===== src/hw/nbp_pkg.sv =====
// package for the nor flash block-map and protect host controller
package nbp_pkg;
    localparam int CLK_NS = 10;
    localparam int ADDR_W = 20;
    localparam int DATA_W = 16;
    // timing
    localparam int RST_PULSE_NS = 500;
    localparam int RST_PULSE_CYC = (RST_PULSE_NS + CLK_NS - 1) / CLK_NS;
    localparam int READY_IDLE_NS = 500;
    localparam int READY_IDLE_CYC = (READY_IDLE_NS + CLK_NS - 1) / CLK_NS;
    localparam int READY_BUSY_US = 20;
    localparam int READY_BUSY_CYC = (READY_BUSY_US * 1000 + CLK_NS - 1) / CLK_NS;
    localparam int WR_PULSE_NS = 40;
    localparam int WR_PULSE_CYC = (WR_PULSE_NS + CLK_NS - 1) / CLK_NS;
    localparam int RD_ACC_NS = 70;
    localparam int RD_ACC_CYC = (RD_ACC_NS + CLK_NS - 1) / CLK_NS;
    localparam int BUSY_DLY_NS = 90;
    localparam int BUSY_DLY_CYC = (BUSY_DLY_NS + CLK_NS - 1) / CLK_NS;
    // address fields
    localparam int GROUP_LSB = 12;
    localparam int GROUP_MSB = 19;
    localparam int BANK_LSB = 17;
    localparam int BANK_MSB = 19;
    localparam int A6_POS = 6;
    localparam int A1_POS = 1;
    localparam int A0_POS = 0;
    localparam int POLL_BIT = 7;
    // protect status values
    localparam logic [DATA_W-1:0] ST_PROT = 16'h0001;
    localparam logic [DATA_W-1:0] ST_UNPROT = 16'h0000;
    // block map
    localparam logic [2:0] BANK0 = 3'h0;
    localparam logic [2:0] BANK3 = 3'h7;
    localparam logic [6:0] SMALL_PER_END = 7'h08;
    localparam logic [6:0] LARGE_LOW_BASE = 7'h07;
    localparam logic [6:0] SMALL_HIGH_BASE = 7'h26;

    typedef enum logic [2:0] {
        NBP_OP_READ,
        NBP_OP_WRITE,
        NBP_OP_PROTECT,
        NBP_OP_UNPROTECT,
        NBP_OP_BYPASS_WRITE,
        NBP_OP_QUAD_WRITE,
        NBP_OP_RESET
    } nbp_op_t;

    typedef struct packed {
        nbp_op_t op;
        logic [ADDR_W-1:0] addr;
        logic [DATA_W-1:0] data;
    } nbp_req_t;

    typedef struct packed {
        logic ce_b;
        logic oe_b;
        logic we_b;
        logic reset_b;
        logic hv_en;
        logic [ADDR_W-1:0] addr;
        logic [DATA_W-1:0] dq_o;
        logic dq_oe;
    } nbp_pins_t;
endpackage


===== src/hw/nbp_host.sv =====
// host controller driving the multibank nor flash pins
`timescale 1ns/1ns
`default_nettype none

// Behaviour
// protect verify read at A6 low, A1 high, A0 low; 01h means protected
// unprotect drives A6 high, A1 high, A0 low; expects 00h on verify
// target group given on address lines 12 to 19 only
// status polling after a write uses that write's bank on lines 17 to 19
// reset during busy routine: wait 20 us before reading data
// reset while idle: wait 500 ns before reading data
// unlock-bypass commands only with high programming voltage applied
// quad-word program only with high voltage; voltage may stay across pulses
// 46 erase blocks, four banks, eight 4K blocks each end, 32K middle
// polling bit reads complement of written data until routine ends
// treat ready_busy_output busy as blocking a new operation
module nbp_host
    import nbp_pkg::*;
(
    input wire logic clk,
    input wire logic rst_b,
    input wire logic req_valid,
    input wire nbp_req_t req,
    output logic req_ready,
    output logic rsp_valid,
    output logic [DATA_W-1:0] rsp_data,
    output logic rsp_ok,
    output logic [5:0] rsp_block,
    output nbp_pins_t pins,
    input wire logic [DATA_W-1:0] dq_i,
    input wire logic ready_busy_output
);

    typedef enum logic [2:0] {S_IDLE, S_WR, S_GAP, S_RD, S_POLL, S_RST, S_WAIT} nbp_state_t;

    // ----------------------------------------
    // next state
    // ----------------------------------------
    nbp_state_t st_q, st_d;
    nbp_req_t cur_q, cur_d;
    nbp_pins_t pins_q, pins_d;
    logic [11:0] cnt_q, cnt_d;
    logic rv_q, rv_d, ok_q, ok_d, busy_seen_q, busy_seen_d;
    logic [DATA_W-1:0] rd_q, rd_d;
    logic [5:0] blk_q, blk_d;
    logic [6:0] blk_calc;
    logic rdy_q, rdy_d;

    // block index from word address
    always_comb begin
        logic [2:0] hi;
        hi = cur_q.addr[BANK_MSB:BANK_LSB];
        if (hi == BANK0 && cur_q.addr[16:15] == 2'h0) begin
            blk_calc = {4'h0, cur_q.addr[14:12]};
        end else if (hi == BANK3 && cur_q.addr[16:15] == 2'h3) begin
            blk_calc = SMALL_HIGH_BASE + {4'h0, cur_q.addr[14:12]};
        end else begin
            blk_calc = LARGE_LOW_BASE + {2'h0, cur_q.addr[19:15]};
        end
    end

    always_comb begin
        st_d = st_q;
        cur_d = cur_q;
        pins_d = pins_q;
        cnt_d = cnt_q;
        rv_d = 1'b0;
        ok_d = ok_q;
        rd_d = rd_q;
        blk_d = blk_q;
        busy_seen_d = busy_seen_q;
        rdy_d = 1'b0;
        case (st_q)
            S_IDLE: begin
                pins_d.ce_b = 1'b1;
                pins_d.oe_b = 1'b1;
                pins_d.we_b = 1'b1;
                pins_d.dq_oe = 1'b0;
                rdy_d = ready_busy_output;
                if (req_valid && rdy_q && ready_busy_output) begin
                    cur_d = req;
                    rdy_d = 1'b0;
                    pins_d.addr = req.addr;
                    pins_d.dq_o = req.data;
                    cnt_d = 12'h0;
                    case (req.op)
                        NBP_OP_READ: st_d = S_RD;
                        NBP_OP_RESET: begin
                            busy_seen_d = ~ready_busy_output;
                            pins_d.reset_b = 1'b0;
                            st_d = S_RST;
                        end
                        NBP_OP_PROTECT, NBP_OP_UNPROTECT: begin
                            pins_d.addr[GROUP_MSB:GROUP_LSB] = req.addr[GROUP_MSB:GROUP_LSB];
                            pins_d.addr[A6_POS] = (req.op == NBP_OP_UNPROTECT);
                            pins_d.addr[A1_POS] = 1'b1;
                            pins_d.addr[A0_POS] = 1'b0;
                            pins_d.hv_en = 1'b1;
                            st_d = S_WR;
                        end
                        NBP_OP_BYPASS_WRITE, NBP_OP_QUAD_WRITE: begin
                            pins_d.hv_en = 1'b1;
                            st_d = S_GAP;
                        end
                        default: begin
                            pins_d.hv_en = 1'b0;
                            st_d = S_WR;
                        end
                    endcase
                end
            end
            S_GAP: begin
                // voltage settles one write pulse ahead of the command
                cnt_d = cnt_q + 12'h1;
                if (cnt_q >= 12'(WR_PULSE_CYC - 1)) begin
                    cnt_d = 12'h0;
                    st_d = S_WR;
                end
            end
            S_WR: begin
                pins_d.ce_b = 1'b0;
                pins_d.we_b = 1'b0;
                pins_d.dq_oe = 1'b1;
                cnt_d = cnt_q + 12'h1;
                if (cnt_q >= 12'(WR_PULSE_CYC - 1)) begin
                    pins_d.we_b = 1'b1;
                    pins_d.ce_b = 1'b1;
                    cnt_d = 12'h0;
                    if (cur_q.op == NBP_OP_PROTECT || cur_q.op == NBP_OP_UNPROTECT) begin
                        st_d = S_RD;
                    end else begin
                        pins_d.dq_oe = 1'b0;
                        pins_d.addr[BANK_MSB:BANK_LSB] = cur_q.addr[BANK_MSB:BANK_LSB];
                        st_d = S_POLL;
                    end
                end
            end
            S_RD: begin
                pins_d.dq_oe = 1'b0;
                pins_d.ce_b = 1'b0;
                pins_d.oe_b = 1'b0;
                cnt_d = cnt_q + 12'h1;
                if (cnt_q >= 12'(RD_ACC_CYC)) begin
                    rd_d = dq_i;
                    pins_d.ce_b = 1'b1;
                    pins_d.oe_b = 1'b1;
                    pins_d.hv_en = 1'b0;
                    if (cur_q.op == NBP_OP_PROTECT) begin
                        ok_d = (dq_i == ST_PROT);
                    end else if (cur_q.op == NBP_OP_UNPROTECT) begin
                        ok_d = (dq_i == ST_UNPROT);
                    end else begin
                        ok_d = 1'b1;
                    end
                    rv_d = 1'b1;
                    st_d = S_IDLE;
                end
            end
            S_POLL: begin
                // wait past the busy delay, then poll until true data appears
                pins_d.ce_b = 1'b0;
                pins_d.oe_b = 1'b0;
                // a reset request may abort the running routine
                rdy_d = req_valid && req.op == NBP_OP_RESET;
                if (req_valid && rdy_q && req.op == NBP_OP_RESET) begin
                    cur_d = req;
                    rdy_d = 1'b0;
                    busy_seen_d = ~ready_busy_output;
                    pins_d.ce_b = 1'b1;
                    pins_d.oe_b = 1'b1;
                    pins_d.reset_b = 1'b0;
                    cnt_d = 12'h0;
                    st_d = S_RST;
                end else if (cnt_q < 12'(BUSY_DLY_CYC + RD_ACC_CYC)) begin
                    cnt_d = cnt_q + 12'h1;
                end else if (ready_busy_output
                        && dq_i[POLL_BIT] == cur_q.data[POLL_BIT]) begin
                    rd_d = dq_i;
                    ok_d = 1'b1;
                    rv_d = 1'b1;
                    pins_d.ce_b = 1'b1;
                    pins_d.oe_b = 1'b1;
                    if (cur_q.op != NBP_OP_BYPASS_WRITE && cur_q.op != NBP_OP_QUAD_WRITE) begin
                        pins_d.hv_en = 1'b0;
                    end
                    st_d = S_IDLE;
                end
            end
            S_RST: begin
                cnt_d = cnt_q + 12'h1;
                if (cnt_q >= 12'(RST_PULSE_CYC - 1)) begin
                    pins_d.reset_b = 1'b1;
                    pins_d.hv_en = 1'b0;
                    cnt_d = 12'h0;
                    st_d = S_WAIT;
                end
            end
            S_WAIT: begin
                cnt_d = cnt_q + 12'h1;
                if ((busy_seen_q && cnt_q >= 12'(READY_BUSY_CYC - RST_PULSE_CYC))
                        || (!busy_seen_q && cnt_q >= 12'(READY_IDLE_CYC))) begin
                    ok_d = 1'b1;
                    rv_d = 1'b1;
                    st_d = S_IDLE;
                end
            end
            default: st_d = S_IDLE;
        endcase
        blk_d = (rv_d) ? blk_calc[5:0] : blk_q;
    end

    // ----------------------------------------
    // registers
    // ----------------------------------------
    always_ff @(posedge clk) begin
        if (!rst_b) begin
            st_q <= S_IDLE;
            cur_q <= '0;
            pins_q <= '{ce_b: 1'b1, oe_b: 1'b1, we_b: 1'b1, reset_b: 1'b1, hv_en: 1'b0,
                        addr: '0, dq_o: '0, dq_oe: 1'b0};
            cnt_q <= 12'h0;
            rv_q <= 1'b0;
            ok_q <= 1'b0;
            rd_q <= '0;
            blk_q <= 6'h0;
            busy_seen_q <= 1'b0;
            rdy_q <= 1'b0;
        end else begin
            st_q <= st_d;
            cur_q <= cur_d;
            pins_q <= pins_d;
            cnt_q <= cnt_d;
            rv_q <= rv_d;
            ok_q <= ok_d;
            rd_q <= rd_d;
            blk_q <= blk_d;
            busy_seen_q <= busy_seen_d;
            rdy_q <= rdy_d;
        end
    end

    assign req_ready = rdy_q;
    assign rsp_valid = rv_q;
    assign rsp_data = rd_q;
    assign rsp_ok = ok_q;
    assign rsp_block = blk_q;
    assign pins = pins_q;

endmodule

`default_nettype wire


===== config.mk =====
export PLATFORM = sky130hd
export DESIGN_NAME = nbp_host
export DESIGN_NICKNAME = d
export VERILOG_FILES = /design/src/hw/nbp_pkg.sv /design/src/hw/nbp_host.sv
export SDC_FILE = /design/constraint.sdc
export NUM_CORES = 1
export LEC_CHECK = 0
export ABC_CLOCK_PERIOD_IN_PS = 2000
export BUFFER_PORTS_ARGS = -buffer_cell sky130_fd_sc_hd__clkbuf_2
export CORE_UTILIZATION = 40
export DETAILED_ROUTE_END_ITERATION = 8
export GPL_TIMING_DRIVEN = 0
export PLACE_DENSITY = 0.75
export SYNTH_ARGS = -nofsm -noshare
export SYNTH_HDL_FRONTEND = slang
export SYNTH_SLANG_ARGS = --single-unit
export TNS_END_PERCENT = 20

===== constraint.sdc =====
create_clock -name clk -period 2 [get_ports clk]
set_input_delay 0.6 -clock clk [delete_from_list [all_inputs] [get_ports clk]]
set_output_delay 0.6 -clock clk [all_outputs]
set_load 0.02 [all_outputs]

After elaboration in Yosys (flattened, before gate mapping):

Index checks and enable logic that the tools add are counted.

* register bits: 114
* word-level logic and storage cells: 188
* bits of input ports: 59

* eq/ne operators: 36
* muxes and demuxes: 77
* bitwise gates (word level): 1
* reductions and logical operators: 45
* magnitude comparators: 6
* add/subtract/negate cells: 3

Operators by type and width (count)
* $mux W39: 2
* $pmux W39 S2: 1
* $mux W16: 4
* $mux W12: 5
* $pmux W12 S5: 1
* $mux W38: 1
* $mux W3: 12
* $pmux W16 S2: 1
* $mux W1: 28
* $ne A2 B2 Y1 const B: 14
* $ge A12 B6 Y1 const B: 2
* $eq A3 B3 Y1 const B: 7
* $pmux W3 S7: 1
* $eq A3 B2 Y1 const B: 6
* $eq A16 B1 Y1 const B: 1
* $logic_not A16 Y1: 1
* $ne A3 B3 Y1 const B: 5
* $add A12 B1 Y12 const B: 1
* $ge A12 B11 Y1 const B: 1
* $ge A12 B2 Y1 const B: 1
* $ge A12 B3 Y1 const B: 1
* $lt A12 B5 Y1 const B: 1
* $mux W2: 6
* $mux W6: 2
* 29 further kinds: 63

Depth between registers and ports, before layout:

* depth after elaboration: 7
* mapped depth: 9
* depth with buffers taken out: 8

Worst setup path before layout:

Ideal clock, no wire load.

* kind: input to register
* from: in req[36] (netlist name)
* to: reg st_q[0]
* data required time: 1884 ps
* library setup time: 116 ps
* data arrival time: 2008 ps
* setup slack: -124 ps
* stages on the path: 6
* path buffers: 0
* path through: nand3b_1 > o21a_1 > a21boi_1 > a2111oi_2 > o211ai_1 > o211a_1

* longest elaborated chain between the ends: 5
* elaborated cells between the ends (all ways): 13
* those cells by class: eq/ne (5); mux (4); reduce/logical (4)

RTL lines
* start, declared: RTL line nbp_host.sv:23 `input wire nbp_req_t req,`
* $eq A3 B3 Y1: RTL line nbp_host.sv:86 `case (req.op)`
* $reduce_or A2 Y1: RTL line nbp_host.sv:86
* $pmux W3 S3: RTL line nbp_host.sv:86
* $mux W3: RTL line nbp_host.sv:80 `if (req_valid && rdy_q && ready_busy_output) begin`
* $pmux W3 S7: RTL line nbp_host.sv:73 `case (st_q)`
* end signal, assigned: RTL line nbp_host.sv:229 `st_q <= st_d;`
* end, declared: RTL line nbp_host.sv:39 `nbp_state_t st_q, st_d;`

Several ways; a longest one is shown, not always the timed one. The select of a mux whose other input is x is not followed.
A chain may end at the register's enable or synchronous reset.

Worst setup path after layout:

* from: reg cnt_q[1]
* to: reg cnt_q[0]

* longest elaborated chain between the ends: 3
* elaborated cells between the ends (all ways): 8
* those cells by class: order compare (3); eq/ne (1); mux (3); reduce/logical (1)

RTL lines
* start, declared: RTL line nbp_host.sv:42 `logic [11:0] cnt_q, cnt_d;`
* start signal, assigned: RTL line nbp_host.sv:232 `cnt_q <= cnt_d;`
* $ge A12 B6 Y1, or another cell as far along: RTL line nbp_host.sv:191 `if (cnt_q >= 12'(RST_PULSE_CYC - 1)) begin`
* $mux W12, or another cell as far along: RTL line nbp_host.sv:191
* $pmux W12 S5 or $reduce_and A3 Y1 (tied branches)

Several ways; a longest one is shown, not always the timed one.

==> flow_summary.toml <==
[clocking]
clockBufferDepth = 2
cts_sinks = 95
cts_tree = "done"
numCtsBuffers = 9
clk_latency_ns = 0.39
clkTransAtPathRegs_ns = 0.11
clock-root-buffer = "clkbuf_8"
htreeDepth = 3

[setup_path]
endpoint_kind = "flop"
cpPeakStageDelay_ns = 0.38
cp.required_ns = 2.31
cp_max_fo = 5
cp_data_arrival_time_ns = 2.38
path_class = "flop to flop"
slowest_stage = "o311a_4"
path_cells = "inv_2 > ha_4 > nor4b_4 > nor2_2 > o311a_4 > a21oi_4 > nand2_2 > buf_4 > o21ai_1"
ff2ff_path_depth = 9
startpoint_type = "flop"

[floorplan]
fp-row-count = 38
core_um2 = 10900
initial_utilization_pct = 41.2
num_io_pins = 126
die_h_um = 108
fp.dieArea_um2 = 11600
die_x_um = 108

[timing]
fin_setup_tns_ns = -0.441
holdWs_ns = 0.417
max_freq_mhz = 483
slew_violations = 0
finalSetupViolCount = 13
worst_clock_skew_ns = 0.0155
setup_ws_ns = -0.0686
worst_pin_slew_ns = 0.610
slew_headroom_pct = 59.2
rsz0062_at_grt = "true"
timing.final.crit_share_pct = 103
period_minus_slack_ns = 2.07
hold_viol = 0

[synth]
synth.net_count = 609
synth_seq_cells = 95
synth.distinct_cells = 57
yosysWarnings = 0
avgSynthCellArea_um2 = 8.30
yosysTopAreaCell = "dfxtp_1"
yosys-top-cells-area = "dfxtp_1, mux2i_1, nand2_1"
synth_common_cells = "dfxtp_1, nand2_1, nor2_1"
synth.most_common_cell = "dfxtp_1"
syn_area_um2 = 4480
seq_area_frac_synth_pct = 42.4
synth_top_flop_cell = "dfxtp_1"
netlist.area_leader.share_pct = 42.4
synth_edf_count = 0
syn_inst = 540
synthArstFlopShare_pct = 0

[placed_design]
dp_hpwl_mm = 9.29
placed_area_um2 = 5300
place_congestion = 0.871
dpl.cell_count = 805
place_ws_ns = -0.457
numPortBuffers = 125

[pwr]
ir_worst_vdd_uv = 403
power.density_nw_per_um2 = 923
p_leak_uw = 0.00259

[flow_run]
cap_violations = 0

[route]
via_per_inst = 5.29
vias = 4409
wire_per_inst_um = 15.5
drc = 0
drt_wl_total_mm = 12.9
drt_iter0_drc = 270
firstDrtPassIters = 5
ant_nets = 0

[layout]
stdcell_area_um2 = 5870
diodes = 0
fin_nets = 757
finalNonFillerCells = 833
areaGrowthSynthToFinish_pct = 31.0
drive_gt1_share_pct = 32.9

[min_path]
hold_class = "input pin to flop"
whs_path_depth = 3

[global_route]
grt_util_all_layers_pct = 22.8
antenna_found_initial = 0
grt_overflow = 0
grt_pass1_vias = 4157
grt_pass1_wl_mm = 20.4
grt_max_degree = 19

[status]
status = "complete, but fails checks"
violations = "setup timing"
repair_timing:
item,4_1_cts,5_1_grt
buffers inserted,11,2
gates cloned,3,0
pin swaps,13,5
endpoints found under the setup margin,77,74
resized for setup,44,25
hold buffers,0,0
per-layer routing:
layer,track usage (%),wire length [um]
met1,29.0,5860
met2,37.5,6080
met3,5.33,736
met4,7.63,200
met5,0,0
power breakdown:
group	switching (uW)	internal, uW
Combinational	1160	840
Sequential	115	2030
Clock	752	517
worst max-delay path, delay by kind of cell, from the launching register on:
family | cells | cell delay (ns)
buffers and inverters | 2 | 0.21
AO/OA/AOI/OAI | 3 | 0.72
flip-flops | 1 | 0.36
adder cells (fa/ha/maj) | 1 | 0.15
AND/OR/NAND/NOR | 3 | 0.56
logic make-up after synthesis:
family / after synthesis / synth area share [%]
AOI/OAI and AO/OA: 112 / 17.4
xor gates and xnor gates: 4 / 0.782
DFF: 95 / 42.4
and+or+nand+nor: 231 / 23.9
muxes: 34 / 7.59
adders and majority gates: 10 / 2.79
buffers and inverters: 54 / 5.16
per-stage QoR:
step                util (%)  power [uW]
floorplan                  -        3310
global placement        48.6        3740
detailed placement      48.6        3770
CTS                     53.3        5360
global route            53.9        5720
finish                  53.9        5420
final timing paths:
path	start	to	slack, ns
worst max-delay path	cnt_q[1]$_SDFFE_PN0P_	cnt_q[0]$_SDFFE_PN0P_	-0.07
worst min-delay path	req[21]	pins[22]$_SDFFE_PN0P_	0.42
worst max register to register	cnt_q[1]$_SDFFE_PN0P_	cnt_q[0]$_SDFFE_PN0P_	-0.07
worst min register to register	rsp_block[5]$_SDFFE_PN0P_	rsp_block[5]$_SDFFE_PN0P_	0.46
layout make-up:
class / instances / area (um2)
plain buffers: 32 / 174
clock inverters: 6 / 57.6
inverters: 18 / 67.6
well taps: 140 / 175
flip-flops and latches: 95 / 1910
fillers: 1024 / 5010
repair buffers: 140 / 772
clock buffers: 10 / 138
multi-input cells: 392 / 2570
layout by cell type, fill, tap and decap left out, types with 8 or more instances in the layout:
cell type | netlist | layout
nor2_1 | 62 | 57
clkbuf_2 | 1 | 129
a21oi_1 | 45 | 42
nand2_1 | 88 | 86
dfxtp_1 | 95 | 89
buf_4 | 3 | 14
nand3_1 | 18 | 16
clkbuf_1 | 21 | 14
o21ai_0 | 13 | 13
ha_1 | 10 | 8
mux2i_1 | 34 | 34
clkbuf_8 | 0 | 10
inv_1 | 18 | 17
nor3_1 | 13 | 10
nand4_1 | 10 | 10
sequential cells by signal, indices dropped and copies added (netlist names):
signal       count
busy_seen_q      1
rsp_ok           1
pins            42
cnt_q           12
cur_q           12
rsp_data        16
req_ready        1
rsp_block        6
rsp_valid        1
st_q             3
(Power assumes the default switching activity.)
